<file path="config.mk">
export PLATFORM = sky130hd
export DESIGN_NAME = dor_top
export DESIGN_NICKNAME = d
export VERILOG_FILES = /design/src/hdl/dor_top.v
export VERILOG_INCLUDE_DIRS = /design/src /design/src/hdl
export SDC_FILE = /design/constraint.sdc
export NUM_CORES = 2
export LEC_CHECK = 0
export ABC_AREA = 1
export BUFFER_PORTS_ARGS = -buffer_cell sky130_fd_sc_hd__buf_2
export CORE_ASPECT_RATIO = 0.8
export CORE_MARGIN = 8
export CORE_UTILIZATION = 39
export DETAILED_ROUTE_END_ITERATION = 12
export PLACE_DENSITY = 0.51
export SYNTH_ARGS = -nofsm -noshare
export SYNTH_HDL_FRONTEND = slang
export SYNTH_SLANG_ARGS = --single-unit
export TNS_END_PERCENT = 30
</file>
<file path="constraint.sdc">
create_clock -name clk_i -period 89.5 [get_ports clk_i]
set_input_delay 4.475 -clock clk_i [delete_from_list [all_inputs] [get_ports clk_i]]
set_output_delay 4.475 -clock clk_i [all_outputs]
set_load 0.05 [all_outputs]
</file>
<file path="src/hdl/dor_consts.vh">
`ifndef DOR_CONSTS_VH
`define DOR_CONSTS_VH
// ****************************************
// Register byte offsets
// ****************************************
`define DOR_OFF_CMD      12'h000
`define DOR_OFF_POL      12'h004
`define DOR_OFF_MASK     12'h008
`define DOR_OFF_FORCE    12'h00c
`define DOR_OFF_READBACK 12'h010
`define DOR_OFF_ROUTE_EN 12'h014
`define DOR_OFF_LED      12'h018
`define DOR_OFF_PWM_FREQ 12'h01c
`define DOR_OFF_PWM_DUTY 12'h020
`define DOR_OFF_ENC      12'h024
`define DOR_OFF_POS      12'h028
`define DOR_OFF_ROUTE0   12'h040
// ****************************************
// Field positions and widths
// ****************************************
`define DOR_NOUT         4
`define DOR_NROUTE       5
`define DOR_OUT_BIT0     16
`define DOR_BRAKE_BIT    0
`define DOR_LED_GREEN    0
`define DOR_LED_RED      1
`define DOR_GATE_INV_BIT 7
// ****************************************
// Source codes and reset values
// ****************************************
`define DOR_SRC_ONE      8'h00
`define DOR_SRC_ZERO     8'h01
`define DOR_SRC_ENC0     8'h02
`define DOR_SRC_ENC_LAST 8'h08
`define DOR_SRC_POS0     8'h09
`define DOR_SRC_POS_LAST 8'h0f
`define DOR_SRC_PWM      8'h10
`define DOR_SRC_PWM_INV  8'h11
`define DOR_ROUTE_OFF    16'hffff
`define DOR_RST_FREQ     12'h3e8
`define DOR_RST_DUTY     7'h32
`define DOR_FREQ_MIN     12'h032
`define DOR_FREQ_MAX     12'h7d0
`define DOR_DUTY_MIN     7'h02
`define DOR_DUTY_MAX     7'h64
// ****************************************
// Timing
// ****************************************
`define DOR_CLK_HZ       28'hbebc200
`define DOR_PULSE_NS     200000
// 200 us at 200 MHz, sized to the stretcher counter
`define DOR_PULSE_CYC    16'h9c40
`define DOR_SWPWM_NS     200000
`endif

</file>
<file path="src/hdl/dor_top.v">
`timescale 1ns/1ps
`default_nettype none
`include "dor_consts.vh"
module dor_top
(
  input  wire        clk_i,
  input  wire        rst_b_i,
  input  wire        psel_i,
  input  wire        penable_i,
  input  wire        pwrite_i,
  input  wire [11:0] paddr_i,
  input  wire [31:0] pwdata_i,
  output reg  [31:0] prdata_o,
  output reg         pready_o,
  output reg         pslverr_o,
  output reg  [3:0]  out_pin_o,
  output reg  [3:0]  out_oe_o,
  output reg         brake_o,
  output reg         swpwm_o,
  output reg         led_green_o,
  output reg         led_red_o
);

  // ****************************************
  // Registers
  // ****************************************
  reg [31:0] cmd_r;
  reg [31:0] pol_r;
  reg [31:0] mask_r;
  reg [31:0] force_r;
  reg        route_en_r;
  reg [1:0]  led_r;
  reg [11:0] freq_r;
  reg [6:0]  duty_r;
  reg [31:0] enc_r;
  reg [31:0] pos_r;
  reg [15:0] route_r [0:`DOR_NROUTE-1];
  reg [31:0] enc_prev_r;
  reg [31:0] pos_prev_r;
  reg [5:0]  enc_div_r;
  reg [5:0]  pos_div_r;
  reg [6:0]  enc_tick_r;
  reg [6:0]  pos_tick_r;
  reg [27:0] pwm_cnt_r;
  reg [27:0] pwm_per_r;
  reg [31:0] readback_r;
  reg [15:0] pulse_cnt_r [0:`DOR_NROUTE-1];
  reg [`DOR_NROUTE-1:0] pulse_r;
  wire       pwm_sig;
  wire       wr_en;
  integer    i;
  integer    k;

  // APB access phase completes in one cycle
  assign wr_en = psel_i & penable_i & pwrite_i;

  // Routed PWM high while counter below duty share of period
  assign pwm_sig = (duty_r == `DOR_DUTY_MAX) ? 1'b1 :
                   (({7'h0, pwm_cnt_r} * 35'h64) < ({7'h0, pwm_per_r} * {28'h0, duty_r}));

  // ****************************************
  // Helper functions
  // ****************************************
  // Pulse tick bit for divider 2^k from a change counter
  function sel_tick;
    input [6:0] ticks;
    input [2:0] k;
    begin
      sel_tick = ticks[k];
    end
  endfunction

  // Gate test with optional inversion
  function gate_on;
    input [31:0] cmd;
    input [7:0]  gsel;
    begin
      gate_on = cmd[gsel[4:0]] ^ gsel[`DOR_GATE_INV_BIT];
    end
  endfunction

  // ****************************************
  // APB register writes
  // ****************************************
  always @(posedge clk_i)
  begin
    if (!rst_b_i)
    begin
      cmd_r      <= 32'h0000_0000;
      pol_r      <= 32'h0000_0000;
      mask_r     <= 32'h0000_0000;
      force_r    <= 32'h0000_0000;
      route_en_r <= 1'b0;
      led_r      <= 2'h0;
      freq_r     <= `DOR_RST_FREQ;
      duty_r     <= `DOR_RST_DUTY;
      enc_r      <= 32'h0000_0000;
      pos_r      <= 32'h0000_0000;
      for (i = 0; i < `DOR_NROUTE; i = i + 1)
        route_r[i] <= `DOR_ROUTE_OFF;
    end
    else if (wr_en)
    begin
      if (paddr_i == `DOR_OFF_CMD)
        cmd_r <= pwdata_i;
      else if (paddr_i == `DOR_OFF_POL)
        pol_r <= pwdata_i;
      else if (paddr_i == `DOR_OFF_MASK)
        mask_r <= pwdata_i;
      else if (paddr_i == `DOR_OFF_FORCE)
        force_r <= pwdata_i;
      else if (paddr_i == `DOR_OFF_ROUTE_EN)
        route_en_r <= pwdata_i[0];
      else if (paddr_i == `DOR_OFF_LED)
        led_r <= pwdata_i[1:0];
      else if (paddr_i == `DOR_OFF_PWM_FREQ)
      begin
        // Out-of-range frequency is dropped, old setting kept
        if (pwdata_i >= {20'h0, `DOR_FREQ_MIN} && pwdata_i <= {20'h0, `DOR_FREQ_MAX})
          freq_r <= pwdata_i[11:0];
      end
      else if (paddr_i == `DOR_OFF_PWM_DUTY)
      begin
        if (pwdata_i >= {25'h0, `DOR_DUTY_MIN} && pwdata_i <= {25'h0, `DOR_DUTY_MAX})
          duty_r <= pwdata_i[6:0];
      end
      else if (paddr_i == `DOR_OFF_ENC)
        enc_r <= pwdata_i;
      else if (paddr_i == `DOR_OFF_POS)
        pos_r <= pwdata_i;
      else if (paddr_i >= `DOR_OFF_ROUTE0 &&
               paddr_i < `DOR_OFF_ROUTE0 + 12'h4 * `DOR_NROUTE)
        route_r[paddr_i[4:2]] <= pwdata_i[15:0];
    end
  end

  // ****************************************
  // APB read and answer
  // ****************************************
  always @(posedge clk_i)
  begin
    if (!rst_b_i)
    begin
      prdata_o  <= 32'h0000_0000;
      pready_o  <= 1'b0;
      pslverr_o <= 1'b0;
    end
    else
    begin
      // Ready in first access cycle, so transfer is always two cycles
      pready_o  <= psel_i & ~penable_i;
      pslverr_o <= 1'b0;
      prdata_o  <= 32'h0000_0000;
      if (psel_i & ~penable_i & ~pwrite_i)
      begin
        if (paddr_i == `DOR_OFF_CMD)
          prdata_o <= cmd_r;
        else if (paddr_i == `DOR_OFF_POL)
          prdata_o <= pol_r;
        else if (paddr_i == `DOR_OFF_MASK)
          prdata_o <= mask_r;
        else if (paddr_i == `DOR_OFF_FORCE)
          prdata_o <= force_r;
        else if (paddr_i == `DOR_OFF_READBACK)
          prdata_o <= readback_r;
        else if (paddr_i == `DOR_OFF_ROUTE_EN)
          prdata_o <= {31'h0, route_en_r};
        else if (paddr_i == `DOR_OFF_LED)
          prdata_o <= {30'h0, led_r};
        else if (paddr_i == `DOR_OFF_PWM_FREQ)
          prdata_o <= {20'h0, freq_r};
        else if (paddr_i == `DOR_OFF_PWM_DUTY)
          prdata_o <= {25'h0, duty_r};
        else if (paddr_i == `DOR_OFF_ENC)
          prdata_o <= enc_r;
        else if (paddr_i == `DOR_OFF_POS)
          prdata_o <= pos_r;
        else if (paddr_i >= `DOR_OFF_ROUTE0 &&
                 paddr_i < `DOR_OFF_ROUTE0 + 12'h4 * `DOR_NROUTE)
          prdata_o <= {16'h0, route_r[paddr_i[4:2]]};
      end
    end
  end

  // ****************************************
  // Change detectors and dividers
  // ****************************************
  // Divider counters wrap, bit k toggles every 2^k changes
  always @(posedge clk_i)
  begin
    if (!rst_b_i)
    begin
      enc_prev_r <= 32'h0000_0000;
      pos_prev_r <= 32'h0000_0000;
      enc_div_r  <= 6'h00;
      pos_div_r  <= 6'h00;
      enc_tick_r <= 7'h00;
      pos_tick_r <= 7'h00;
    end
    else
    begin
      enc_prev_r <= enc_r;
      pos_prev_r <= pos_r;
      enc_tick_r <= 7'h00;
      pos_tick_r <= 7'h00;
      if (enc_r != enc_prev_r)
      begin
        // Tick for divider 2^k on every 2^k-th change
        enc_div_r  <= enc_div_r + 6'h01;
        enc_tick_r <= {&enc_div_r[5:0], &enc_div_r[4:0], &enc_div_r[3:0], &enc_div_r[2:0],
                       &enc_div_r[1:0], enc_div_r[0], 1'b1};
      end
      if (pos_r != pos_prev_r)
      begin
        pos_div_r  <= pos_div_r + 6'h01;
        pos_tick_r <= {&pos_div_r[5:0], &pos_div_r[4:0], &pos_div_r[3:0], &pos_div_r[2:0],
                       &pos_div_r[1:0], pos_div_r[0], 1'b1};
      end
    end
  end

  // ****************************************
  // Routed PWM generator
  // ****************************************
  always @(posedge clk_i)
  begin
    if (!rst_b_i)
    begin
      pwm_cnt_r <= 28'h0;
      pwm_per_r <= 28'h0030d40;
    end
    else
    begin
      // Period in clocks; division is slow but only re-evaluated per period
      if (pwm_cnt_r + 28'h1 >= pwm_per_r)
      begin
        pwm_cnt_r <= 28'h0;
        pwm_per_r <= `DOR_CLK_HZ / {16'h0, freq_r};
      end
      else
        pwm_cnt_r <= pwm_cnt_r + 28'h1;
    end
  end

  // ****************************************
  // Pulse stretchers per route
  // ****************************************
  // Each tick gives a fixed-width high pulse, suiting up to 500 Hz loads
  always @(posedge clk_i)
  begin
    if (!rst_b_i)
    begin
      pulse_r <= {`DOR_NROUTE{1'b0}};
      for (k = 0; k < `DOR_NROUTE; k = k + 1)
        pulse_cnt_r[k] <= 16'h0;
    end
    else
    begin
      for (k = 0; k < `DOR_NROUTE; k = k + 1)
      begin
        if ((route_r[k][15:8] >= `DOR_SRC_ENC0 && route_r[k][15:8] <= `DOR_SRC_ENC_LAST &&
             sel_tick(enc_tick_r, route_r[k][10:8] - 3'h2)) ||
            (route_r[k][15:8] >= `DOR_SRC_POS0 && route_r[k][15:8] <= `DOR_SRC_POS_LAST &&
             sel_tick(pos_tick_r, route_r[k][10:8] - 3'h1)))
        begin
          pulse_cnt_r[k] <= `DOR_PULSE_CYC;
          pulse_r[k]     <= 1'b1;
        end
        else if (pulse_cnt_r[k] != 16'h0)
          pulse_cnt_r[k] <= pulse_cnt_r[k] - 16'h1;
        else
          pulse_r[k] <= 1'b0;
      end
    end
  end

  // ****************************************
  // Output computation
  // ****************************************
  reg [31:0] applied_nxt;
  reg        swpwm_nxt;
  reg [7:0]  src;
  reg        val;
  integer    j;
  always @*
  begin
    // Normal path: force-or-command, then polarity
    applied_nxt = ((mask_r & force_r) | (~mask_r & cmd_r)) ^ pol_r;
    swpwm_nxt   = 1'b0;
    src         = 8'h00;
    val         = 1'b0;
    for (j = 0; j < `DOR_NROUTE; j = j + 1)
    begin
      src = route_r[j][15:8];
      if (src == `DOR_SRC_ONE)
        val = 1'b1;
      else if (src == `DOR_SRC_PWM)
        val = pwm_sig;
      else if (src == `DOR_SRC_PWM_INV)
        val = ~pwm_sig;
      else if (src <= `DOR_SRC_POS_LAST && src != `DOR_SRC_ZERO)
        val = pulse_r[j];
      else
        val = 1'b0;
      val = val & gate_on(cmd_r, route_r[j][7:0]);
      // Routing overrides the config path; all-ones leaves the normal value
      if (route_en_r && route_r[j] != `DOR_ROUTE_OFF)
      begin
        if (j == 0)
          swpwm_nxt = val;
        else
          applied_nxt[`DOR_OUT_BIT0 + j - 1] = val;
      end
    end
  end

  // ****************************************
  // Registered outputs
  // ****************************************
  always @(posedge clk_i)
  begin
    if (!rst_b_i)
    begin
      readback_r  <= 32'h0000_0000;
      out_pin_o   <= 4'h0;
      out_oe_o    <= 4'h0;
      brake_o     <= 1'b0;
      swpwm_o     <= 1'b0;
      led_green_o <= 1'b0;
      led_red_o   <= 1'b0;
    end
    else
    begin
      readback_r  <= applied_nxt;
      out_pin_o   <= applied_nxt[`DOR_OUT_BIT0 +: `DOR_NOUT];
      // Open drain: pull low when level is 0
      out_oe_o    <= ~applied_nxt[`DOR_OUT_BIT0 +: `DOR_NOUT];
      brake_o     <= applied_nxt[`DOR_BRAKE_BIT];
      swpwm_o     <= swpwm_nxt;
      led_green_o <= led_r[`DOR_LED_GREEN];
      led_red_o   <= led_r[`DOR_LED_RED];
    end
  end

endmodule // dor_top
`default_nettype wire
</file>
Yosys cells after proc, flatten, opt, wreduce, memory -nomap -nowiden
Memory sizes are Yosys's and may differ from the RTL's.
Cells that the tools add are included.

operators by class
  order comparisons = 43
  reduce and logical (&&, ||, !) cells = 75
  equal/unequal tests = 38
  multipliers = 2
  divide/modulo/power cells = 1
  mux-type cells = 142
  shifts and indexed selects = 0
  $add $sub $neg = 18
  bitwise logic cells = 43

operators by type and width
  kind                     count
  $mux W32                 11
  $mux W16                 12
  $mux W1                  103
  $eq A8 B5 Y1 const B     10
  $le A8 B4 Y1 const B     10
  $ne A16 B16 Y1 const B   5
  $reduce_bool A16 Y1      5
  $sub A16 B1 Y16 const B  5
  $and A32 B32 Y32         2
  $ne A32 B32 Y1           2
  $eq A12 B5 Y1 const B    4
  $ge A8 B2 Y1 const B     5
  $ge A8 B4 Y1 const B     5
  $logic_not A8 Y1         5
  $lt A3 B4 Y1 const B     10
  $ne A8 B1 Y1 const B     5
  $eq A12 B6 Y1 const B    3
  $lt A35 B35 Y1           1
  $mul A28 B7 Y35          1
  $logic_and A1 B1 Y1      33
  $mul A28 B5 Y33 const B  1
  $ge A32 B2 Y1 const B    1
  $ge A32 B6 Y1 const B    1
  $le A32 B11 Y1 const B   1
  other kinds (38)         121

storage, ports and cells
  bits of input ports = 49
  memory bits (writable) = 160
  memories = 2
  logic and storage cells = 398
  register bits after elaboration = 442
  bits in latches = 0
  bits in read-only memories = 0

memories
  memory       depth  width  read ports  clocked after memory_dff  wr ports  line          RTL
  pulse_cnt_r  5      16     5           0                         5         dor_top.v:47  reg [15:0] pulse_cnt_r [0:`DOR_NROUTE-1];
  route_r      5      16     6           0                         5         dor_top.v:37  reg [15:0] route_r [0:`DOR_NROUTE-1];

Logic depth before layout (Yosys ltp)
  depth after elaboration = 18
  gate-level depth with buffers = 414
  depth with buffers taken out = 380

Worst setup path before layout
OpenSTA, ideal clock, no wires.

  kind = reg-to-reg
  from = reg freq_r[0]
  to = reg pwm_per_r[0]
  setup time = 0.112 ns
  path slack = 37.966 ns
  cell stages (with the launch flop) = 385
  arrival = 51.422 ns
  path buffers = 40
  cells stage by stage = dfxtp_1 buf_4 buf_4 clkbuf_1 buf_1 clkbuf_1 nand3_1 ha_1 xor2_1 nand3_1 nand2_1 inv_1 ha_1 nand2_1 a21oi_1 nand2_1 nand3_1 nand2_1 [349 not listed] nand2_1 nor2_4 nand2_2 clkinv_2 buf_2 o21ai_1 ha_1 a21oi_1 nand3b_1 a21oi_1 a2111oi_0 nand3_1 nor2_1 nand2_1 nor2_1 nand2_1 nand2_1 nand2_1

between the ends
  longest elaborated chain between the ends = 1

ends and longest elaborated chain
  element                            line           RTL
  start, declared                    dor_top.v:33   reg [11:0] freq_r;
  start signal, assigned             dor_top.v:95   freq_r <= `DOR_RST_FREQ;
  start signal, assigned             dor_top.v:120  freq_r <= pwdata_i[11:0];
  $div A28 B12 Y28 (no source line)  -
  end signal, assigned               dor_top.v:238  pwm_per_r <= `DOR_CLK_HZ / {16'h0, freq_r};
  end, declared                      dor_top.v:45   reg [27:0] pwm_per_r;

No other way between the ends.
A chain may end at the register's enable or synchronous reset.

Worst setup path in the final report
Same ends and word-level chain as after synthesis.

==> flow_metrics.tcl <==
set metrics [dict create \
    outcome "complete, no violations" \
    hpwl_mm 161 \
    track_usage_pct 25.2 \
    cp-start-kind "register" \
    place_congestion 0.963 \
    finalHoldViolations 0 \
    final_cell_mix "1,614 x nand2_1, 1,239 x inv_1, 652 x o21ai_0, 611 x a21oi_1, 562 x nor2_1" \
    async_reset_ff_share_pct 0 \
    synth_edf_count 208 \
    crit_top_cell "nand2_1" \
    clockBufferDepth 3 \
    setup_viol 0 \
    grt_antenna_before_repair 34 \
    max_freq_ghz 0.0169 \
    drt_iter0_markers 4885 \
    required_ns 90.09 \
    drive_gt1_share_pct 6.45 \
    final_common_cell "nand2_1" \
    drc 0 \
    routedWlPerCell_um 20.6 \
    wl_mm 210 \
    crit_type "register to register" \
    cts_resized 0 \
    clk_latency_ns 0.70 \
    crit_family "simple AND/OR/NAND/NOR gates" \
    synth.distinct_cells 72 \
    ys_ff_latch 645 \
    io_buffers 93 \
    core_region_area_um2 147000 \
    synth_flop_cell "dfxtp_1" \
    post-cts-setup-buffers 0 \
    slowest_delay_ns 0.74 \
    hold_class "register to register" \
    syn2layout_area_growth_pct 9.06 \
    initial_core_util_pct 39.1 \
    syn-cell-area_um2 57300 \
    numCtsBuffers 77 \
    end_kind "register" \
    crit_fanout 31 \
    yosysSeqAreaShare_pct 26.1 \
    cp_slowest_cell "nand2_1" \
    grt_pass1_wl_mm 315 \
    fp.dieW_um 445 \
    maxCapViolations 0 \
    grt_pass1_vias 50700 \
    hold_buffers 0 \
    final.setup.tns_ns 0 \
    final_core_util_pct 42.6 \
    ant_nets 0 \
    skew_ns 0.0429 \
    slew_headroom_pct 19.9 \
    num_vias 54700 \
    ys.warnings.count 0 \
    cts-htree-levels 3 \
    period_share_pct 66.3 \
    worstMarginPinSlew_ns 1.20 \
    cts_sinks 645 \
    synth.avg_cell_area_um2 7.05 \
    grt_overflow 0 \
    die_h_um 359 \
    rsz0062_at_grt "no" \
    clk_pin_slew_ns 0.07 \
    cts-root-buf "clkbuf_16" \
    routed_via_density 5.37 \
    slew_violations 0 \
    firstDrtPassIters 7 \
    fin_nets 8818 \
    syn_inst 8137 \
    rows 126 \
    cts_tree "yes" \
    grt_max_degree 174 \
    die-area_um2 160000 \
    ioPinCount 95 \
    arrival_ns 59.91 \
    crit_buf_inv 44 \
    post-route-min-period_ns 59.32 \
]
-- final timing paths --
check	start	endpoint	depth (start not counted)	slack, ns
hold / removal	pos_r[17]	pos_prev_r[17]	2	0.42
setup reg to reg	freq_r[0]	pwm_per_r[0]	349	30.18
hold reg to reg	pos_r[17]	pos_prev_r[17]	2	0.42
setup / recovery	freq_r[0]	pwm_per_r[0]	349	30.18
-- final cells by class --
cell class                      count  area [um2]
Clock buffer                      104        2300
Tap cell                         1984        2480
Inverter                         1305        4900
Sequential cell                   645       15000
Multi-Input combinational cell   5953       36500
Timing Repair Buffer              152         930
Antenna cell                        5        12.5
Clock inverter                     37         438
Fill cell                       15300       84200
-- cell usage after synthesis, drive strengths merged, types with 5 or more instances --
cell / instances / area (um2)
nand2: 1669 / 6430
inv: 1284 / 4820
o21ai: 716 / 3620
a21oi: 611 / 3060
nor2: 608 / 2450
ha: 483 / 6040
dfxtp: 437 / 8750
nand3: 433 / 2350
xor2: 235 / 2070
clkbuf: 228 / 856
edfxtp: 208 / 6250
fa: 152 / 3040
xnor2: 150 / 1310
o22ai: 136 / 851
nand4: 112 / 716
a211oi: 94 / 706
nor3: 80 / 405
a221oi: 62 / 543
or2: 58 / 363
o211ai: 56 / 430
buf: 54 / 348
o21bai: 44 / 330
a31oi: 31 / 194
nor4: 28 / 175
clkinv: 21 / 80.1
nand3b: 21 / 161
a21o: 15 / 113
o2111ai: 14 / 123
o31ai: 13 / 97.6
o41ai: 13 / 114
and2: 11 / 68.8
o21a: 11 / 82.6
o221ai: 7 / 61.3
o311ai: 6 / 52.6
or3: 6 / 37.5
a2111oi: 5 / 43.8
-- registers in the layout, summed over array words and instances, names as in the netlist, 4 cells and up --
name / count
cmd_r: 32
duty_r: 7
enc_div_r: 6
enc_prev_r: 32
enc_r: 32
enc_tick_r: 7
force_r: 32
freq_r: 12
mask_r: 32
out_oe_o: 4
pol_r: 32
pos_div_r: 6
pos_prev_r: 32
pos_r: 32
pos_tick_r: 7
prdata_o: 32
pulse_cnt_r: 80
pulse_r: 5
pwm_cnt_r: 28
pwm_per_r: 28
readback_r: 29
route_r: 128
-- tightest hold or removal path, stage by stage (launching register included) --
cell,delay [ns]
dfxtp_1,0.31
nand2_1,0.06
inv_1,0.03
-- cells by family (layout without fill, tap and decap cells) --
family                   after synthesis  count (layout)  share of synthesized area, %
XOR/XNOR                             385             385                          5.89
adder cells (fa/ha/maj)              635             635                          15.8
flip-flops                           645             645                          26.1
other                                  1              54                       0.00654
multiplexers                           1               1                        0.0175
AND/OR/NAND/NOR                     3035            3035                          23.1
buffers and inverters               1587            1598                          10.6
AO/OA/AOI/OAI                       1848            1848                          18.4
-- per-layer routing --
layer / routed length, um / global-route usage [%]
met3: 16800 / 4.49
met4: 6570 / 7.19
met5: 38 / 0
met2: 89400 / 38.9
met1: 97100 / 36.0
-- metrics by stage --
stage	instance area [um2]	instances	worst slack (ns)	hold slack, ns
2_1_floorplan	57500	8185	37.97	0.407
3_3_place_gp	59800	10000	32.85	0.409
3_5_place_dp	59800	10000	30.81	0.415
4_1_cts	62500	10200	30.67	0.413
5_1_grt	62500	10200	23.03	0.431
6_report	62500	10200	30.18	0.422
Power is left out: the tool's default activity adds up to more than one toggle a clock period on the data nets, which glitch-free logic cannot reach.
